--- src/hdl/nvmac_pkg.sv ---
// constants and types of the nvm access control block
// assumes a 32-bit apb slave decoding the low address byte
package nvmac_pkg;
    // register byte offsets
    localparam logic [7:0] OFF_CONTROL = 8'h00;
    localparam logic [7:0] OFF_UNLOCK  = 8'h04;
    localparam logic [7:0] OFF_ADDR_LO = 8'h08;
    localparam logic [7:0] OFF_ADDR_HI = 8'h0C;
    localparam logic [7:0] OFF_DATA_LO = 8'h10;
    localparam logic [7:0] OFF_DATA_HI = 8'h14;
    localparam logic [7:0] OFF_IRQ_ST  = 8'h18;
    localparam logic [7:0] OFF_IRQ_MSK = 8'h1C;
    // control bit positions
    localparam int B_RD = 0, B_WR = 1, B_PROGRAM_ENABLE = 2, B_WERR = 3;
    localparam int B_FREE = 4, B_LATCH_LOAD_ONLY = 5, B_CONFIG_SPACE_SELECT = 6, B_PGD = 7;
    // interrupt bits
    localparam int IRQ_DONE = 0, IRQ_ERR = 1, IRQ_W = 2;
    // unlock pattern
    localparam logic [7:0] KEY_FIRST  = 8'h55;
    localparam logic [7:0] KEY_SECOND = 8'hAA;
    // word geometry
    localparam int AW = 15, DW = 14, IDX_W = 3, LATCHES = 8;
    localparam int CNT_W = 4, TIMER_W = 24;
    // reachable part of configuration space
    localparam logic [AW-1:0] CFG_UID_LAST = 15'h0003;
    localparam logic [AW-1:0] CFG_DEVID    = 15'h0006;
    localparam logic [AW-1:0] CFG_LAST     = 15'h0008;
    // self-timed durations, plain defaults
    localparam int CLK_MHZ = 40;
    localparam int ERASE_US = 2000, PROG_US = 2000, EE_US = 4000;
    typedef enum logic [1:0] {SP_EEPROM, SP_PROGRAM, SP_CONFIG}
        nvmac_space_t;
    typedef enum {ST_IDLE, ST_STREAM, ST_WAIT} nvmac_state_t;
    typedef enum {KEY_IDLE, KEY_HALF, KEY_ARMED} nvmac_key_t;
    // configuration select overrides the program select
    function automatic nvmac_space_t space_of(logic config_space_select, logic pgd);
        return config_space_select ? SP_CONFIG : (pgd ? SP_PROGRAM : SP_EEPROM);
    endfunction
    function automatic logic cfg_readable(logic [AW-1:0] a);
        return (a <= CFG_UID_LAST) || (a >= CFG_DEVID && a <= CFG_LAST);
    endfunction
    function automatic logic cfg_writable(logic [AW-1:0] a);
        return a <= CFG_UID_LAST;
    endfunction
endpackage

--- src/hdl/nvmac_latch_if.sv ---
// write-latch port between the controller and the latch memory
// assumes both ends on the same clock
interface nvmac_latch_if #(parameter int W = 14, parameter int IW = 3);
    logic          wr_en;
    logic [IW-1:0] wr_idx;
    logic [W-1:0]  wr_data;
    logic          rd_en;
    logic [IW-1:0] rd_idx;
    logic [W-1:0]  rd_data;
    modport ctrl (output wr_en, wr_idx, wr_data, rd_en, rd_idx,
                  input rd_data);
    modport mem (input wr_en, wr_idx, wr_data, rd_en, rd_idx,
                 output rd_data);
endinterface

--- src/hdl/nvmac_latch_mem.sv ---
// flash write latches: small memory with registered read data
// assumes one write and one read port on pclk
module nvmac_latch_mem #(
    parameter int W     = 14,
    parameter int DEPTH = 8
) (
    // clock and reset
    input logic         pclk,
    input logic         presetn,
    // latch port
    nvmac_latch_if.mem  lp
);
    initial if (DEPTH < 2 || W < 1) $error("nvmac_latch_mem: bad size");

    logic [W-1:0] cell_reg [DEPTH];

    // latches are cleared at reset only, so a partial row programs zeros until the first program
    always_ff @(posedge pclk or negedge presetn) begin
        if (!presetn) begin
            for (int i = 0; i < DEPTH; i++) cell_reg[i] <= '0;
        end else if (lp.wr_en) begin
            cell_reg[lp.wr_idx] <= lp.wr_data;
        end
    end

    // read data held in a register, one cycle after rd_en
    always_ff @(posedge pclk or negedge presetn) begin
        if (!presetn) lp.rd_data <= '0;
        else if (lp.rd_en) lp.rd_data <= cell_reg[lp.rd_idx];
    end
endmodule // nvmac_latch_mem

--- src/hdl/nvmac_unlock.sv ---
// unlock key decoder: no storage, only a tracker of the pattern
// assumes acc_stb marks every completed bus access
module nvmac_unlock
    import nvmac_pkg::*;
(
    // clock and reset
    input  logic       pclk,
    input  logic       presetn,
    // bus events
    input  logic       acc_stb,
    input  logic       key_wr,
    input  logic [7:0] key_data,
    // arm state
    output logic       armed
);
    nvmac_key_t key_reg, key_next;
    logic       is_first, is_second;

    // pattern must arrive as consecutive accesses, nothing between
    assign is_first  = key_wr && key_data == KEY_FIRST;
    assign is_second = key_wr && key_data == KEY_SECOND;
    assign armed     = key_reg == KEY_ARMED;

    // any access that breaks the pattern drops the arm
    always_comb begin
        key_next = key_reg;
        if (acc_stb) begin
            unique case (key_reg)
                KEY_IDLE:  key_next = is_first ? KEY_HALF : KEY_IDLE;
                KEY_HALF:  key_next = is_second ? KEY_ARMED :
                                      is_first ? KEY_HALF : KEY_IDLE;
                KEY_ARMED: key_next = is_first ? KEY_HALF : KEY_IDLE;
            endcase
        end
    end

    always_ff @(posedge pclk or negedge presetn) begin
        if (!presetn) key_reg <= KEY_IDLE;
        else key_reg <= key_next;
    end
endmodule // nvmac_unlock

--- src/hdl/nvmac_top.sv ---
// nvm access control: apb registers, unlock, erase/write sequencer
// assumes an nvm array on pclk: read data valid in the strobe cycle
// What this block does
// - erase bit makes next flash start erase row
// - error flag set on every start attempt but a latch load
// - no program/erase while enable is clear
// - start bit set-only, cleared by hardware
// - unlock key is write-only decode, unstored
// - key writes only recognise consecutive pattern
// - bad config read clears data pair
// - processor stalls until erase/write completes
// - flash writes gather in eight latches
//
// Implementation choices: register access over APB and the register addresses.
module nvmac_top
    import nvmac_pkg::*;
#(
    parameter int ERASE_CYC = ERASE_US * CLK_MHZ,
    parameter int PROG_CYC  = PROG_US * CLK_MHZ,
    parameter int EE_CYC    = EE_US * CLK_MHZ
) (
    // clock and reset
    input  logic          pclk,
    input  logic          presetn,
    // apb slave
    input  logic          psel,
    input  logic          penable,
    input  logic          pwrite,
    input  logic [7:0]    paddr,
    input  logic [31:0]   pwdata,
    output logic [31:0]   prdata,
    output logic          pready,
    output logic          pslverr,
    // nvm array port
    output nvmac_space_t  mem_space,
    output logic [AW-1:0] mem_addr,
    output logic [DW-1:0] mem_wdata,
    output logic          mem_rd_stb,
    output logic          mem_wr_stb,
    output logic          mem_erase_stb,
    input  logic [DW-1:0] mem_rdata,
    // core side
    output logic          cpu_stall,
    output logic          irq
);
    initial begin
        if (ERASE_CYC < 2 || ERASE_CYC >= 2**TIMER_W)
            $error("nvmac_top: ERASE_CYC out of range");
        if (PROG_CYC < 2 || PROG_CYC >= 2**TIMER_W)
            $error("nvmac_top: PROG_CYC out of range");
        if (EE_CYC < 2 || EE_CYC >= 2**TIMER_W)
            $error("nvmac_top: EE_CYC out of range");
    end

    nvmac_latch_if #(.W(DW), .IW(IDX_W)) lat ();

    // state
    nvmac_state_t  state_reg, state_next;
    nvmac_space_t  cur_space, mem_space_reg;
    logic [CNT_W-1:0]   cnt_reg, cnt_next;
    logic [TIMER_W-1:0] timer_reg, timer_next;
    logic          op_erase_reg, op_erase_next;
    logic          pgd_reg, config_space_select_reg, latch_load_only_reg, free_reg;
    logic          werr_reg, program_enable_reg, wr_reg, rd_reg;
    logic          pgd_next, config_space_select_next, latch_load_only_next, free_next;
    logic          werr_next, program_enable_next, wr_next, rd_next;
    logic [AW-1:0] addr_reg, addr_next, mem_addr_reg, mem_addr_next;
    logic [DW-1:0] data_reg, data_next, mem_wd_reg, mem_wd_next;
    logic          mem_wr_reg, mem_er_reg;
    logic [IRQ_W-1:0] ist_reg, ist_next, imsk_reg, imsk_next;
    logic [IRQ_W-1:0] ist_set, ist_clr;
    logic [31:0]   prdata_reg;
    logic [7:0]    ctrl_byte, rd_byte;

    // bus decode
    logic acc_setup, acc_stb, wr_stb, mapped, is_idle, key_armed;
    logic hit_ctrl, hit_key, hit_alo, hit_ahi, hit_dlo, hit_dhi;
    logic hit_ist, hit_imsk, ctrl_wr, ctrl_sw, wr_try, rd_try;
    logic flash_side, target_ok, start_op, start_latch, start_erase;
    logic start_prog, start_ee, timer_end, op_done, bad_cfg_read;
    logic stream_wr;

    // zero-wait slave: read data captured in the setup cycle
    assign acc_setup = psel && !penable;
    assign acc_stb   = psel && penable;
    assign wr_stb    = acc_stb && pwrite;
    assign pready    = penable;
    assign hit_ctrl  = paddr == OFF_CONTROL;
    assign hit_key   = paddr == OFF_UNLOCK;
    assign hit_alo   = paddr == OFF_ADDR_LO;
    assign hit_ahi   = paddr == OFF_ADDR_HI;
    assign hit_dlo   = paddr == OFF_DATA_LO;
    assign hit_dhi   = paddr == OFF_DATA_HI;
    assign hit_ist   = paddr == OFF_IRQ_ST;
    assign hit_imsk  = paddr == OFF_IRQ_MSK;
    assign mapped    = hit_ctrl | hit_key | hit_alo | hit_ahi |
                       hit_dlo | hit_dhi | hit_ist | hit_imsk;
    assign pslverr   = acc_stb && !mapped;

    // key register is only a decoder input, nothing stored
    nvmac_unlock u_unlock (
        .pclk     (pclk),
        .presetn  (presetn),
        .acc_stb  (acc_stb),
        .key_wr   (wr_stb && hit_key),
        .key_data (pwdata[7:0]),
        .armed    (key_armed)
    );

    nvmac_latch_mem #(.W(DW), .DEPTH(LATCHES)) u_latch (
        .pclk    (pclk),
        .presetn (presetn),
        .lp      (lat)
    );

    // start conditions
    assign is_idle     = state_reg == ST_IDLE;
    assign ctrl_wr     = wr_stb && hit_ctrl;
    assign ctrl_sw     = ctrl_wr && is_idle;
    assign wr_try      = ctrl_wr && pwdata[B_WR];
    assign rd_try      = ctrl_sw && pwdata[B_RD] && !rd_reg;
    assign cur_space   = space_of(config_space_select_reg, pgd_reg);
    assign flash_side  = cur_space != SP_EEPROM;
    assign target_ok   = cur_space != SP_CONFIG || cfg_writable(addr_reg);
    // write starts only after the unlock pair and with enable set
    assign start_op    = wr_try && key_armed && program_enable_reg
                         && is_idle && !rd_reg && target_ok;
    assign start_latch = start_op && flash_side && latch_load_only_reg
                         && !free_reg;
    assign start_erase = start_op && flash_side && free_reg;
    assign start_prog  = start_op && flash_side && !latch_load_only_reg
                         && !free_reg;
    assign start_ee    = start_op && !flash_side;
    assign timer_end   = state_reg == ST_WAIT && timer_reg == '0;
    assign op_done     = timer_end || start_latch;
    assign bad_cfg_read = cur_space == SP_CONFIG && !cfg_readable(addr_reg);
    assign stream_wr   = state_reg == ST_STREAM && cnt_reg != '0;

    // control bits; field writes are ignored while an operation runs
    assign pgd_next  = ctrl_sw ? pwdata[B_PGD] : pgd_reg;
    assign config_space_select_next = ctrl_sw ? pwdata[B_CONFIG_SPACE_SELECT] : config_space_select_reg;
    assign latch_load_only_next = ctrl_sw ? pwdata[B_LATCH_LOAD_ONLY] : latch_load_only_reg;
    assign program_enable_next = ctrl_sw ? pwdata[B_PROGRAM_ENABLE] : program_enable_reg;
    assign free_next = (timer_end && op_erase_reg) ? 1'b0 :
                       ctrl_sw ? pwdata[B_FREE] : free_reg;
    // every set attempt flags and wins over a completion in the same
    // cycle; only a latch load clears together with its own attempt
    assign werr_next = (wr_try && !start_latch) ? 1'b1 :
                       op_done ? 1'b0 :
                       ctrl_sw ? pwdata[B_WERR] : werr_reg;
    // start bit: software can set it, only the sequencer clears it
    assign wr_next   = (start_op && !start_latch) ? 1'b1 :
                       timer_end ? 1'b0 : wr_reg;
    assign rd_next   = rd_try;

    always_ff @(posedge pclk or negedge presetn) begin
        if (!presetn) begin
            {pgd_reg, config_space_select_reg, latch_load_only_reg, free_reg} <= 4'h0;
            {werr_reg, program_enable_reg, wr_reg, rd_reg}    <= 4'h0;
        end else begin
            {pgd_reg, config_space_select_reg, latch_load_only_reg, free_reg} <=
                {pgd_next, config_space_select_next, latch_load_only_next, free_next};
            {werr_reg, program_enable_reg, wr_reg, rd_reg} <=
                {werr_next, program_enable_next, wr_next, rd_next};
        end
    end

    // address and data holding; a read result beats a bus write
    assign addr_next = !(is_idle && wr_stb) ? addr_reg :
                       hit_alo ? {addr_reg[AW-1:8], pwdata[7:0]} :
                       hit_ahi ? {pwdata[AW-9:0], addr_reg[7:0]} : addr_reg;
    assign data_next = rd_reg ? (bad_cfg_read ? '0 : mem_rdata) :
                       !(is_idle && wr_stb) ? data_reg :
                       hit_dlo ? {data_reg[DW-1:8], pwdata[7:0]} :
                       hit_dhi ? {pwdata[DW-9:0], data_reg[7:0]} : data_reg;

    always_ff @(posedge pclk or negedge presetn) begin
        if (!presetn) begin
            addr_reg <= '0;
            data_reg <= '0;
        end else begin
            addr_reg <= addr_next;
            data_reg <= data_next;
        end
    end

    // latch port: each flash latch-only or program start loads the addressed latch, then a
    // program start streams all eight out in order
    assign lat.wr_en   = start_op && flash_side && !free_reg;
    assign lat.wr_idx  = addr_reg[IDX_W-1:0];
    assign lat.wr_data = data_reg;
    assign lat.rd_en   = state_reg == ST_STREAM && cnt_reg < CNT_W'(LATCHES);
    assign lat.rd_idx  = cnt_reg[IDX_W-1:0];

    // sequencer
    always_comb begin
        state_next    = state_reg;
        cnt_next      = cnt_reg;
        timer_next    = timer_reg;
        op_erase_next = op_erase_reg;
        unique case (state_reg)
            ST_IDLE: begin
                cnt_next = '0;
                if (start_prog) begin
                    state_next = ST_STREAM;
                end else if (start_erase) begin
                    state_next    = ST_WAIT;
                    op_erase_next = 1'b1;
                    timer_next    = TIMER_W'(ERASE_CYC - 1);
                end else if (start_ee) begin
                    state_next    = ST_WAIT;
                    op_erase_next = 1'b0;
                    timer_next    = TIMER_W'(EE_CYC - 1);
                end
            end
            ST_STREAM: begin
                if (cnt_reg == CNT_W'(LATCHES)) begin
                    state_next    = ST_WAIT;
                    op_erase_next = 1'b0;
                    timer_next    = TIMER_W'(PROG_CYC - 1);
                end else begin
                    cnt_next = cnt_reg + 1'b1;
                end
            end
            ST_WAIT: begin
                if (timer_reg == '0) state_next = ST_IDLE;
                else timer_next = timer_reg - 1'b1;
            end
        endcase
    end

    always_ff @(posedge pclk or negedge presetn) begin
        if (!presetn) begin
            state_reg    <= ST_IDLE;
            cnt_reg      <= '0;
            timer_reg    <= '0;
            op_erase_reg <= 1'b0;
        end else begin
            state_reg    <= state_next;
            cnt_reg      <= cnt_next;
            timer_reg    <= timer_next;
            op_erase_reg <= op_erase_next;
        end
    end

    // array port follows the holding registers while idle so a read
    // strobe finds address and space already settled
    assign mem_addr_next = stream_wr ?
        {addr_reg[AW-1:IDX_W], IDX_W'(cnt_reg - 1'b1)} :
        is_idle ? addr_reg : mem_addr_reg;
    assign mem_wd_next = stream_wr ? lat.rd_data :
                         is_idle ? data_reg : mem_wd_reg;

    always_ff @(posedge pclk or negedge presetn) begin
        if (!presetn) begin
            mem_space_reg <= SP_EEPROM;
            mem_addr_reg  <= '0;
            mem_wd_reg    <= '0;
            mem_wr_reg    <= 1'b0;
            mem_er_reg    <= 1'b0;
        end else begin
            if (is_idle) mem_space_reg <= space_of(config_space_select_next, pgd_next);
            mem_addr_reg <= mem_addr_next;
            mem_wd_reg   <= mem_wd_next;
            mem_wr_reg   <= start_ee || stream_wr;
            mem_er_reg   <= start_erase;
        end
    end

    assign mem_space     = mem_space_reg;
    assign mem_addr      = mem_addr_reg;
    assign mem_wdata     = mem_wd_reg;
    assign mem_wr_stb    = mem_wr_reg;
    assign mem_erase_stb = mem_er_reg;
    // unreachable config words are never fetched
    assign mem_rd_stb    = rd_reg && !bad_cfg_read;
    // core halts for the whole self-timed operation
    assign cpu_stall     = !is_idle;

    // sticky events, write one to clear; a new event wins the clear
    assign ist_set   = {wr_try && !start_op, op_done};
    assign ist_clr   = (wr_stb && hit_ist) ? pwdata[IRQ_W-1:0] : '0;
    assign ist_next  = (ist_reg & ~ist_clr) | ist_set;
    assign imsk_next = (wr_stb && hit_imsk) ? pwdata[IRQ_W-1:0] : imsk_reg;
    assign irq       = |(ist_reg & imsk_reg);

    always_ff @(posedge pclk or negedge presetn) begin
        if (!presetn) begin
            ist_reg  <= '0;
            imsk_reg <= '0;
        end else begin
            ist_reg  <= ist_next;
            imsk_reg <= imsk_next;
        end
    end

    // read mux; unlock key and unused bits read as zero
    assign ctrl_byte = {pgd_reg, config_space_select_reg, latch_load_only_reg, free_reg,
                        werr_reg, program_enable_reg, wr_reg, rd_reg};
    assign rd_byte =
        hit_ctrl ? ctrl_byte :
        hit_alo  ? addr_reg[7:0] :
        hit_ahi  ? 8'(addr_reg[AW-1:8]) :
        hit_dlo  ? data_reg[7:0] :
        hit_dhi  ? 8'(data_reg[DW-1:8]) :
        hit_ist  ? 8'(ist_reg) :
        hit_imsk ? 8'(imsk_reg) : 8'h00;

    always_ff @(posedge pclk or negedge presetn) begin
        if (!presetn) prdata_reg <= 32'h0000_0000;
        else if (acc_setup && !pwrite) prdata_reg <= {24'h00_0000, rd_byte};
    end
    assign prdata = prdata_reg;
endmodule // nvmac_top

--- config.mk ---
export PLATFORM = sky130hd
export DESIGN_NAME = nvmac_top
export DESIGN_NICKNAME = d
export VERILOG_FILES = /design/src/hdl/nvmac_pkg.sv /design/src/hdl/nvmac_latch_if.sv /design/src/hdl/nvmac_latch_mem.sv /design/src/hdl/nvmac_unlock.sv /design/src/hdl/nvmac_top.sv
export SDC_FILE = /design/constraint.sdc
export NUM_CORES = 1
export LEC_CHECK = 0
export BUFFER_PORTS_ARGS = -buffer_cell sky130_fd_sc_hd__buf_2
export CAP_MARGIN = 20
export CORE_AREA = 2 2 147 149
export DETAILED_ROUTE_END_ITERATION = 10
export DIE_AREA = 0 0 149 151
export PLACE_DENSITY_LB_ADDON = 0.05
export SLEW_MARGIN = 15
export SYNTH_ARGS = -nofsm -noshare
export SYNTH_HDL_FRONTEND = slang
export SYNTH_SLANG_ARGS = --single-unit
--- constraint.sdc ---
create_clock -name pclk -period 4.1 [get_ports pclk]
set_clock_uncertainty 0.15 [all_clocks]
set_input_delay 0.82 -clock pclk [delete_from_list [all_inputs] [get_ports pclk]]
set_output_delay 0.82 -clock pclk [all_outputs]
set_load 0.01 [all_outputs]
======== Yosys cells after proc, flatten, opt, wreduce, memory -nomap -nowiden ========
Cells that the tools add are included.
word-level totals
  register bits ........................... 301
  input port bits ......................... 59
  output and inout port bits .............. 70
cells by class
  add/subtract/negate cells ............... 3
  $lt $le $gt $ge ......................... 7
  eq/ne operators ......................... 27
  multiplexer cells ....................... 59
  bitwise logic cells ..................... 14
  reductions and logical operators ........ 81
operators with widths
  cell                                                                number
  two-way mux 32 bit                                                  6
  two-way mux 14 bit                                                  10
  two-way mux 24 bit                                                  5
  bitwise mux 112 bit                                                 1
  equality test 32 x 2 -> 1 bit, second input constant                3
  logical NOT 32 bit                                                  3
  one-hot mux 32 bit (3 select lines)                                 1
  one-hot mux 24 bit (3 select lines)                                 1
  equality test 32 x 1 -> 1 bit, second input constant                2
  equality test 32 x 3 -> 1 bit, second input constant                2
  one-hot mux 32 bit (2 select lines)                                 1
  binary-select mux 14 bit (select 3 bit)                             1
  demux 14 bit (select 3 bit)                                         1
  logical AND 1 bit                                                   40
  two-way mux 8 bit                                                   5
  equality test 8 x 5 -> 1 bit, second input constant                 4
  two-way mux 15 bit                                                  2
  logical NOT 24 bit                                                  1
  subtractor 24 x 1 -> 24 bit, second input constant                  1
  equality test 8 x 4 -> 1 bit, second input constant                 2
  two-way mux 1 bit                                                   16
  nonzero test 2 bit                                                  8
  greater-or-equal comparator 15 x 3 -> 1 bit, second input constant  1
  <= comparator 15 x 2 -> 1 bit, second input constant                1
  other kinds (34)                                                    73

======== Logic depth before layout (Yosys ltp) ========
Gate-level depths: netlist (run 1).
  word-level depth ........................ 15
  depth in mapped cells ................... 12

======== Cells and area by module ========
Synthesis (run 1) repeated with hierarchy kept, for this count alone.
unflattened totals
  cell total of the unflattened synthesis .. 1044
  area, all modules ....................... 12069.1 µm²
modules (own cells, without submodules)
  module           times used  cells each  area each (µm²)  seq. area each (µm²)
  nvmac_top        1           627         6261.0           2827.7
  nvmac_latch_mem  1           403         5671.7           3153.0
  nvmac_unlock     1           14          136.4            50.0

======== Worst setup path before layout (run 1) ========
Ideal clock, no wire load.
  path kind ............................... in2reg
  start point ............................. in paddr[3]
  end point ............................... reg state_reg[0]
  library setup time ...................... 0.125 ns
  data arrival time ....................... 2.663 ns
  slack ................................... 1.162 ns
  cell stages on the path ................. 8
  buffers on the path ..................... 2
  path through ............................ buf_2 nor4_4 nand3_4 or2_1 buf_6 o21bai_1 a221oi_1 mux2_2
between the ends
  cells in the longest elaborated chain, start to end .. 13
RTL lines
  element                                                                            RTL line                            RTL
  start: declaration                                                                 nvmac_top.sv:29                     input logic [7:0] paddr,
  logical NOT 8 bit *                                                                nvmac_top.sv:88                     assign hit_ctrl = paddr == OFF_CONTROL;
  logical AND 1 bit *                                                                nvmac_top.sv:118                    assign ctrl_wr = wr_stb && hit_ctrl;
  logical AND 1 bit *                                                                nvmac_top.sv:120                    assign wr_try = ctrl_wr && pwdata[B_WR];
  logical AND 1 bit * (2 in series)                                                  nvmac_top.sv:126                    assign start_op = wr_try && key_armed && program_enable_reg
  logical AND 1 bit * (3 in series)                                                  nvmac_top.sv:127                    && is_idle && !rd_reg && target_ok;
  logical AND 1 bit                                                                  nvmac_top.sv:130, nvmac_top.sv:131
  logical AND 1 bit, on equally long branches                                        nvmac_top.sv:130, nvmac_top.sv:131
  two-way mux 32 bit / logical AND 1 bit (equally long branches)                     nvmac_top.sv:206, nvmac_top.sv:132
  two-way mux 32 bit / inequality test 4 bit (equally long branches)                 n/a
  one-hot mux 32 bit (3 select lines) / AND reduction 3 bit (equally long branches)  n/a
  end signal: assignment                                                             nvmac_top.sv:239                    state_reg <= state_next;
  end: declaration                                                                   nvmac_top.sv:58                     nvmac_state_t state_reg, state_next;
Every way passes the cells marked *; elsewhere a longest branch is shown, timed or not.
A chain may end at the register's enable or synchronous reset.

======== Worst setup path in the final report (run 1) ========
  start point ............................. reg state_reg[0]
  end point ............................... reg timer_reg[3]
between the ends
  cells in the longest elaborated chain, start to end .. 9
RTL lines
  element                                                                            RTL line                            RTL
  logical NOT 32 bit                                                                 nvmac_top.sv:117                    assign is_idle = state_reg == ST_IDLE;
  logical AND 1 bit (3 in series)                                                    nvmac_top.sv:127
  logical AND 1 bit                                                                  nvmac_top.sv:130, nvmac_top.sv:131
  logical AND 1 bit, on equally long branches                                        nvmac_top.sv:130, nvmac_top.sv:131
  two-way mux 24 bit / logical AND 1 bit (equally long branches)                     nvmac_top.sv:206, nvmac_top.sv:132
  two-way mux 24 bit / inequality test 2 bit (equally long branches)                 n/a
  one-hot mux 24 bit (3 select lines) / AND reduction 4 bit (equally long branches)  n/a
  end signal: assignment                                                             nvmac_top.sv:241                    timer_reg <= timer_next;
  end: declaration                                                                   nvmac_top.sv:61                     logic [TIMER_W-1:0] timer_reg, timer_next;
Several ways; a longest one is shown, not always the timed one. The select of a mux whose other input is x is not followed.

==> flow_results.xml, run 1 <==
<?xml version="1.0" encoding="UTF-8"?>
<metrics>
  <group name="worst_setup_path">
    <metric name="cp-end-kind" unit="">register</metric>
    <metric name="path_class" unit="">register to register</metric>
    <metric name="critical_path_data_required_time" unit="ps">4420</metric>
    <metric name="cp_startpoint_kind" unit="">register</metric>
    <metric name="ff2ff_setup_slack" unit="ps">820</metric>
    <metric name="reg2reg_from" unit="">state_reg[0]$_DFFE_PN0P_</metric>
    <metric name="max_stage_delay" unit="ps">640</metric>
    <metric name="path_buf_inv" unit="">1</metric>
    <metric name="worstReg2RegEnd" unit="">timer_reg[3]$_DFFE_PN0P_</metric>
    <metric name="timing.critical_path.fanout_max" unit="">30</metric>
    <metric name="worstPathCellList" unit="">inv_1, ha_2, and4_1, nand3_4, or2_1, a211o_1, nor2_1, a221o_1</metric>
    <metric name="worst_reg2reg_path_depth" unit="">8</metric>
    <metric name="critPathArrivalTime" unit="ps">3590</metric>
    <metric name="critical_path.top_delay_family" unit="">simple AND/OR/NAND/NOR gates</metric>
    <metric name="critical-path-slowest-cell" unit="">sky130_fd_sc_hd__a211o_1</metric>
  </group>
  <group name="timing">
    <metric name="hold_viol" unit="">0</metric>
    <metric name="timing.final.max_slew_violations" unit="">0</metric>
    <metric name="setup_total_negative_slack" unit="ps">0</metric>
    <metric name="rsz0062_at_grt" unit="">no</metric>
    <metric name="period_share" unit="%">79.9</metric>
    <metric name="setup_violations_final" unit="">0</metric>
    <metric name="max_slew_margin" unit="%">30.4</metric>
    <metric name="timing.fmax" unit="MHz">305</metric>
    <metric name="final_critical_period" unit="ps">3280</metric>
    <metric name="worst_pin_slew" unit="ps">1040</metric>
  </group>
  <group name="synth">
    <metric name="post_synth_and_or_nand_nor_area_fraction" unit="%">11.0</metric>
    <metric name="synthMostInstantiatedCell" unit="">sky130_fd_sc_hd__dfrtp_1</metric>
    <metric name="synth_top_family_by_area" unit="">multiplexers</metric>
    <metric name="muxShareOfSynthArea" unit="%">22.7</metric>
    <metric name="synth-compound-area-share" unit="%">9.71</metric>
    <metric name="synth.top_cells.by_count" unit="">sky130_fd_sc_hd__dfrtp_1, sky130_fd_sc_hd__mux2_2, sky130_fd_sc_hd__o21ai_0</metric>
    <metric name="ys_seq_elements" unit="">241</metric>
    <metric name="ys.warnings.count" unit="">0</metric>
    <metric name="synth.yosys.seq_area_share" unit="%">51.3</metric>
    <metric name="synthesis.area_per_instance" unit="sq um">12.0</metric>
    <metric name="synthXorXnorAreaFrac" unit="%">0.0744</metric>
    <metric name="syn_inst" unit="">984</metric>
    <metric name="synthDominantAreaCellType" unit="">sky130_fd_sc_hd__dfrtp_1</metric>
    <metric name="async_s_r_ff_share_synth" unit="%">100</metric>
    <metric name="synth_edf_count" unit="">0</metric>
    <metric name="synthAdderAreaFrac" unit="%">0.744</metric>
    <metric name="yosysTopAreaCellShare" unit="%">51.3</metric>
    <metric name="post_synth_main_area_contributors" unit="">sky130_fd_sc_hd__dfrtp_1, sky130_fd_sc_hd__mux2_2, sky130_fd_sc_hd__mux4_2, sky130_fd_sc_hd__mux2_1, sky130_fd_sc_hd__o21ai_0</metric>
    <metric name="post_synth_num_cell_types" unit="">71</metric>
    <metric name="post_synth_instance_area" unit="sq um">11800</metric>
    <metric name="dominantRegCellSynth" unit="">sky130_fd_sc_hd__dfrtp_1</metric>
  </group>
  <group name="finish">
    <metric name="num_antenna_cells" unit="">0</metric>
    <metric name="post_route_cells_drive_above_1_share" unit="%">29.3</metric>
    <metric name="synthToLayoutAreaGrowth" unit="%">12.4</metric>
    <metric name="post-route-cell-area" unit="sq um">13200</metric>
    <metric name="fin_nets" unit="">1109</metric>
    <metric name="largest_register_ffs" unit="">112</metric>
  </group>
  <group name="drt">
    <metric name="post-route-drc-count" unit="">0</metric>
    <metric name="initialDrtViolationCount" unit="">416</metric>
    <metric name="vias_per_std_cell" unit="">5.91</metric>
    <metric name="route.layer.met1.wl" unit="mm">12.9</metric>
    <metric name="met2RoutedLength" unit="mm">12.9</metric>
    <metric name="antenna_violating_nets_post_route" unit="">0</metric>
    <metric name="routed_wirelength" unit="mm">27.5</metric>
    <metric name="met3RoutedLength" unit="mm">1.30</metric>
    <metric name="dr.pass1.iters" unit="">7</metric>
    <metric name="vias_after_detailed_routing" unit="">7903</metric>
    <metric name="route.detailed.wl_per_inst" unit="microns">20.6</metric>
    <metric name="dr_top_layer" unit="">met4</metric>
  </group>
  <group name="power">
    <metric name="intPower" unit="uW">3970</metric>
    <metric name="power.sequential.fraction" unit="%">47.2</metric>
    <metric name="total_switching_power" unit="uW">1070</metric>
    <metric name="irDropWorstVdd" unit="mV">0.279</metric>
    <metric name="leakagePower" unit="uW">0.00647</metric>
    <metric name="power.density" unit="nW/um^2">381</metric>
    <metric name="switching_portion_of_total_power" unit="%">21.2</metric>
    <metric name="report.power.total" unit="uW">5040</metric>
    <metric name="p_clk_share" unit="%">50.3</metric>
    <metric name="p_comb_share" unit="%">2.4</metric>
  </group>
  <group name="floorplan">
    <metric name="die-area" unit="sq um">22500</metric>
    <metric name="boundaryPins" unit="">129</metric>
    <metric name="placeable_core_area" unit="sq um">20800</metric>
    <metric name="row_count" unit="">53</metric>
    <metric name="die_y" unit="microns">151</metric>
    <metric name="floorplan.initialDensity" unit="%">56.5</metric>
    <metric name="floorplan.die.width" unit="microns">149</metric>
  </group>
  <group name="placement">
    <metric name="post_dp_cell_area" unit="sq um">12300</metric>
    <metric name="place.port_buffers" unit="">80</metric>
    <metric name="gp_congestion" unit="">0.852</metric>
    <metric name="place_hpwl" unit="mm">17.9</metric>
  </group>
  <group name="cts">
    <metric name="postCtsResizedCells" unit="">0</metric>
    <metric name="clockRootBuffer" unit="">sky130_fd_sc_hd__clkbuf_16</metric>
    <metric name="cts-htree-levels" unit="">1</metric>
    <metric name="worst_setup_hold_path_clk_slew" unit="ps">60</metric>
    <metric name="cts.sinks" unit="">241</metric>
    <metric name="cts_tree" unit="">built</metric>
    <metric name="clk-insertion-delay-late" unit="ps">540</metric>
    <metric name="postCtsSetupBuffers" unit="">0</metric>
    <metric name="cts_hold_buffers_added" unit="">0</metric>
    <metric name="cts-root-to-sink-buffers" unit="">3</metric>
    <metric name="tritoncts.num_buffers" unit="">26</metric>
  </group>
  <group name="job">
    <metric name="cap_viol_max_count" unit="">0</metric>
  </group>
  <group name="global_route">
    <metric name="largest_net_degree_at_the_start_of_global_routing" unit="">106</metric>
    <metric name="antenna_found_initial" unit="">0</metric>
    <metric name="global_route_wire_length_before_repair" unit="mm">44.4</metric>
    <metric name="via_count_of_the_first_global_routing_pass" unit="">7895</metric>
    <metric name="grt_overflow" unit="">0</metric>
    <metric name="grt_util_all_layers" unit="%">25.3</metric>
  </group>
  <group name="hold_path">
    <metric name="hold_path.class" unit="">primary input to async pin</metric>
  </group>
  <group name="outcome">
    <metric name="outcome" unit="">finished clean</metric>
  </group>
</metrics>
cell families after synthesis:
family          Yosys count
compound gates          181
xor+xnor                  1
fa+ha+maj                 7
buf+inv                 102
flops                   241
mux                     213
other cells               1
simple gates            238
power groups by stage:
| stage | combinational [uW] | sequential [uW] | clock (uW) |
|---|---|---|---|
| after floorplan | 49.1 | 2420 | 0 |
| after global placement | 124 | 2420 | 0 |
| after detailed placement | 124 | 2420 | 0 |
| after CTS | 124 | 2380 | 2580 |
| after global routing | 138 | 2380 | 2680 |
| final | 121 | 2380 | 2540 |
worst max path at each step:
stage,end,start,depth (start not counted)
final,timer_reg[3]$_DFFE_PN0P_,state_reg[0]$_DFFE_PN0P_,8
after detailed placement,timer_reg[3]$_DFFE_PN0P_,paddr[2],7
after global routing,timer_reg[3]$_DFFE_PN0P_,state_reg[0]$_DFFE_PN0P_,8
after CTS,timer_reg[3]$_DFFE_PN0P_,state_reg[0]$_DFFE_PN0P_,8
after global placement,timer_reg[3]$_DFFE_PN0P_,paddr[2],7
after floorplan,state_reg[0]$_DFFE_PN0P_,paddr[3],8
worst reg2reg max path: stages (launching register included):
cell                      delay [ps]
sky130_fd_sc_hd__dfrtp_1         390
sky130_fd_sc_hd__inv_1            90
sky130_fd_sc_hd__ha_2            350
sky130_fd_sc_hd__and4_1          390
sky130_fd_sc_hd__nand3_4         220
sky130_fd_sc_hd__or2_1           390
sky130_fd_sc_hd__a211o_1         640
sky130_fd_sc_hd__nor2_1          430
sky130_fd_sc_hd__a221o_1         170
cells in the final DEF, fill, tap and decap left out, types with 5 or more instances in the layout:
cell	synthesis	final
sky130_fd_sc_hd__or3_1	7	7
sky130_fd_sc_hd__a21oi_1	44	44
sky130_fd_sc_hd__mux2i_1	33	33
sky130_fd_sc_hd__a22o_1	7	7
sky130_fd_sc_hd__nor2_1	53	53
sky130_fd_sc_hd__clkbuf_16	0	26
sky130_fd_sc_hd__nand4_1	10	10
sky130_fd_sc_hd__conb_1	1	24
sky130_fd_sc_hd__mux2_2	116	116
sky130_fd_sc_hd__nor2b_1	11	11
sky130_fd_sc_hd__clkinv_2	0	6
sky130_fd_sc_hd__inv_1	14	14
sky130_fd_sc_hd__clkbuf_8	0	8
sky130_fd_sc_hd__nand2_1	65	65
sky130_fd_sc_hd__o21ai_0	75	75
sky130_fd_sc_hd__a221o_1	6	6
sky130_fd_sc_hd__dfrtp_1	241	240
sky130_fd_sc_hd__buf_4	27	12
sky130_fd_sc_hd__a22oi_1	9	9
sky130_fd_sc_hd__buf_2	11	79
sky130_fd_sc_hd__nor4_1	5	5
sky130_fd_sc_hd__nand3_1	16	16
sky130_fd_sc_hd__mux4_2	28	28
sky130_fd_sc_hd__ha_1	7	6
sky130_fd_sc_hd__nand2b_1	12	12
sky130_fd_sc_hd__mux2_1	36	36
sky130_fd_sc_hd__nor3_1	14	14
sky130_fd_sc_hd__o41ai_1	6	6
area by class of cell:
type,count,area [sq um]
Tap cell,275,344
Sequential cell,241,6030
Multi-Input combinational cell,664,5300
Clock inverter,13,181
Inverter,15,56.3
Fill cell,1676,7590
Timing Repair Buffer,95,552
Clock buffer,35,764
metal layers:
metal,vias to the layer above,global-route usage (%)
met1,3984,37.2
met4,0,5.33
met3,36,2.98
li1,3679,-
met5,-,0
met2,204,41.2
metrics by stage:
| stage | worst slack, ps | util (%) | hold slack (ps) | instances |
|---|---|---|---|---|
| CTS | 795 | 63.5 | 211 | 1337 |
| floorplan | 1160 | - | 288 | 1007 |
| global route | 554 | 63.5 | 244 | 1338 |
| finish | 825 | 63.5 | 178 | 1338 |
| global placement | 620 | 58.9 | 307 | 1289 |
| detailed placement | 546 | 58.9 | 315 | 1289 |
Power figures use the tool's default switching activity.
==> run 2, diff against run 1 <==
clock period = 3.2 ns   (was 4.1 ns; I/O delays follow)
==> run 2 against run 1 <==
Against the previous run:
- global-route usage increased by 0.58 points
- wire length rose by 2.4%
- non-clock buffer count is 16 higher
- clock-buffer cell count is 5 higher
- register-to-register slack lost 550 ps
- sequential power up 28%
- core utilization rose by 0.11 points
- critical path type is now register to primary output
- largest cell class unchanged
- largest power group is now registers
==> flow_results.xml, run 2 (synthesized netlist as in run 1, its figures left out) <==
<?xml version="1.0" encoding="UTF-8"?>
<metrics>
  <group name="global_route">
    <metric name="globalRouteMet3Util" unit="%">3.80</metric>
    <metric name="antenna_found_initial" unit="">0</metric>
    <metric name="via_count_of_the_first_global_routing_pass" unit="">8057</metric>
    <metric name="use_met1" unit="%">37.4</metric>
    <metric name="grt_overflow" unit="">0</metric>
    <metric name="grt_util_all_layers" unit="%">25.9</metric>
    <metric name="global_route_wire_length_before_repair" unit="mm">45.1</metric>
    <metric name="largest_net_degree_at_the_start_of_global_routing" unit="">75</metric>
    <metric name="grt_most_used_layer" unit="">met2</metric>
    <metric name="grtUsageMet2" unit="%">42.3</metric>
  </group>
  <group name="floorplan">
    <metric name="row_count" unit="">53</metric>
    <metric name="floorplan.initialDensity" unit="%">56.5</metric>
    <metric name="floorplan.die.width" unit="microns">149</metric>
    <metric name="die_y" unit="microns">151</metric>
    <metric name="placeable_core_area" unit="sq um">20800</metric>
    <metric name="boundaryPins" unit="">129</metric>
    <metric name="die-area" unit="sq um">22500</metric>
  </group>
  <group name="worst_setup_path">
    <metric name="cp_startpoint_kind" unit="">register</metric>
    <metric name="critical_path.top_delay_family" unit="">simple AND/OR/NAND/NOR gates</metric>
    <metric name="worst-path-stages" unit="">5</metric>
    <metric name="timing.critical_path.fanout_max" unit="">4</metric>
    <metric name="worstPathCellList" unit="">nor3_1, nand4_1, o21ai_0, and2_1, buf_2</metric>
    <metric name="path_buf_inv" unit="">1</metric>
    <metric name="reg2reg_from" unit="">state_reg[0]$_DFFE_PN0P_</metric>
    <metric name="worst_reg2reg_path_depth" unit="">8</metric>
    <metric name="crit_start" unit="">addr_reg[7]$_DFFE_PN0P_</metric>
    <metric name="path_class" unit="">register to primary output</metric>
    <metric name="ff2ff_setup_slack" unit="ps">270</metric>
    <metric name="crit_end" unit="">mem_rd_stb</metric>
    <metric name="max_stage_delay" unit="ps">450</metric>
    <metric name="critPathArrivalTime" unit="ps">2190</metric>
    <metric name="cp-end-kind" unit="">primary output</metric>
    <metric name="worstReg2RegEnd" unit="">u_latch.cell_reg[75]$_DFFE_PN0P_</metric>
    <metric name="critical_path_data_required_time" unit="ps">2410</metric>
    <metric name="critical-path-slowest-cell" unit="">sky130_fd_sc_hd__nor3_1</metric>
  </group>
  <group name="timing">
    <metric name="timing.fmax" unit="MHz">336</metric>
    <metric name="timing.final.max_slew_violations" unit="">0</metric>
    <metric name="final_critical_period" unit="ps">2980</metric>
    <metric name="setup_total_negative_slack" unit="ps">0</metric>
    <metric name="hold_viol" unit="">0</metric>
    <metric name="max_slew_margin" unit="%">31.7</metric>
    <metric name="rsz0062_at_grt" unit="">no</metric>
    <metric name="finalHoldWorstSlack" unit="ps">269</metric>
    <metric name="setup_violations_final" unit="">0</metric>
    <metric name="period_share" unit="%">93.1</metric>
    <metric name="worst_pin_slew" unit="ps">1020</metric>
  </group>
  <group name="cts">
    <metric name="postCtsResizedCells" unit="">0</metric>
    <metric name="cts-htree-levels" unit="">1</metric>
    <metric name="cts_tree" unit="">built</metric>
    <metric name="clockRootBuffer" unit="">sky130_fd_sc_hd__clkbuf_16</metric>
    <metric name="clk-insertion-delay-late" unit="ps">540</metric>
    <metric name="cts.sinks" unit="">241</metric>
    <metric name="worst_setup_hold_path_clk_slew" unit="ps">60</metric>
    <metric name="cts-root-to-sink-buffers" unit="">3</metric>
    <metric name="postCtsSetupBuffers" unit="">0</metric>
    <metric name="tritoncts.num_buffers" unit="">27</metric>
  </group>
  <group name="outcome">
    <metric name="outcome" unit="">finished clean</metric>
  </group>
  <group name="finish">
    <metric name="largest_register_ffs" unit="">112</metric>
    <metric name="mostFrequentLayoutCells" unit="">sky130_fd_sc_hd__dfrtp_1, sky130_fd_sc_hd__mux2_2, sky130_fd_sc_hd__buf_2</metric>
    <metric name="final_core_util" unit="%">63.6</metric>
    <metric name="num_antenna_cells" unit="">0</metric>
    <metric name="fillCellCount" unit="">1709</metric>
    <metric name="synthToLayoutAreaGrowth" unit="%">12.6</metric>
    <metric name="post-route-cell-area" unit="sq um">13300</metric>
    <metric name="fin_nets" unit="">1126</metric>
    <metric name="post_route_cells_drive_above_1_share" unit="%">29.5</metric>
    <metric name="layout_commonest_cell" unit="">sky130_fd_sc_hd__dfrtp_1</metric>
  </group>
  <group name="placement">
    <metric name="place_hpwl" unit="mm">18.5</metric>
    <metric name="gp_congestion" unit="">0.883</metric>
    <metric name="post_dp_cell_area" unit="sq um">12400</metric>
    <metric name="place.port_buffers" unit="">80</metric>
  </group>
  <group name="drt">
    <metric name="vias_after_detailed_routing" unit="">8101</metric>
    <metric name="route.detailed.wl_per_inst" unit="microns">20.8</metric>
    <metric name="dr.pass1.iters" unit="">6</metric>
    <metric name="vias_per_std_cell" unit="">5.99</metric>
    <metric name="antenna_violating_nets_post_route" unit="">0</metric>
    <metric name="post-route-drc-count" unit="">0</metric>
    <metric name="routed_wirelength" unit="mm">28.2</metric>
    <metric name="initialDrtViolationCount" unit="">483</metric>
  </group>
  <group name="job">
    <metric name="cap_viol_max_count" unit="">0</metric>
  </group>
  <group name="hold_path">
    <metric name="hold-path-cell-count" unit="">3</metric>
    <metric name="hold_path.class" unit="">primary input to register</metric>
  </group>
  <group name="power">
    <metric name="report.power.total" unit="uW">6170</metric>
    <metric name="power.density" unit="nW/um^2">465</metric>
    <metric name="irDropWorstVdd" unit="mV">0.459</metric>
    <metric name="leakagePower" unit="uW">0.00650</metric>
  </group>
</metrics>
-- run 2: changes by cell type in the layout (fill, tap and decap cells not counted), sizes merged --
| cell | before | now |
|---|---|---|
| inv | 15 | 16 |
| clkbuf | 35 | 40 |
| buf | 95 | 110 |
| dlygate4sd3 | 0 | 1 |
| clkinvlp | 2 | 0 |
| bufinv | 4 | 1 |
| clkinv | 7 | 5 |
-- run 2: metrics by stage --
step	setup WS, ps	cells
3_3_place_gp	165	1305
2_1_floorplan	442	1007
6_report	221	1353
3_5_place_dp	135	1305
5_1_grt	99.5	1353
4_1_cts	209	1353
-- run 2: metal layers --
| layer | wire length, microns | part of all wire [%] |
|---|---|---|
| met1 | 12900 | 46 |
| met2 | 13300 | 47 |
| met3 | 1620 | 5.8 |
| met4 | 361 | 1.3 |
| met5 | 0 | 0 |
-- run 2: worst min path at each step --
stage / startpoint / to
floorplan: presetn / addr_reg[0]$_DFFE_PN0P_
global placement: op_erase_reg$_DFFE_PN0P_ / free_reg$_DFFE_PN0P_
detailed placement: op_erase_reg$_DFFE_PN0P_ / free_reg$_DFFE_PN0P_
CTS: mem_rdata[2] / data_reg[2]$_DFFE_PN0P_
global route: mem_rdata[7] / data_reg[7]$_DFFE_PN0P_
finish: mem_rdata[11] / data_reg[11]$_DFFE_PN0P_
-- run 2: what timing repair did --
action | in CTS | in global routing
hold buffers | 1 | 0
endpoints found under the hold margin | 65 | 0
endpoints found under the setup margin | 0 | 0
-- run 2: cell type report --
cell class                      count  area [sq um]  share of cell area [%]
Inverter                           15          56.3                   0.425
Multi-Input combinational cell    664          5300                    40.0
Clock inverter                      7          75.1                   0.567
Clock buffer                       40           774                    5.84
Timing Repair Buffer              111           671                    5.06
Sequential cell                   241          6030                    45.5
Tap cell                          275           344                    2.60
-- run 2: power by group --
group          internal (uW)  total (uW)  switching [uW]
logic                   39.4         160             121
registers               3050        3050           0.728
clock network           1750        2960            1210
total                   4840        6170            1330
-- run 2: worst register-to-register path: cells and delay by family (launching register included) --
kind                       cells  cell delay (ps)
muxes                          1              440
DFF                            1              400
adders and majority gates      1              230
buffers and inverters          1              110
AOI/OAI and AO/OA              1              340
and+or+nand+nor                4             1130
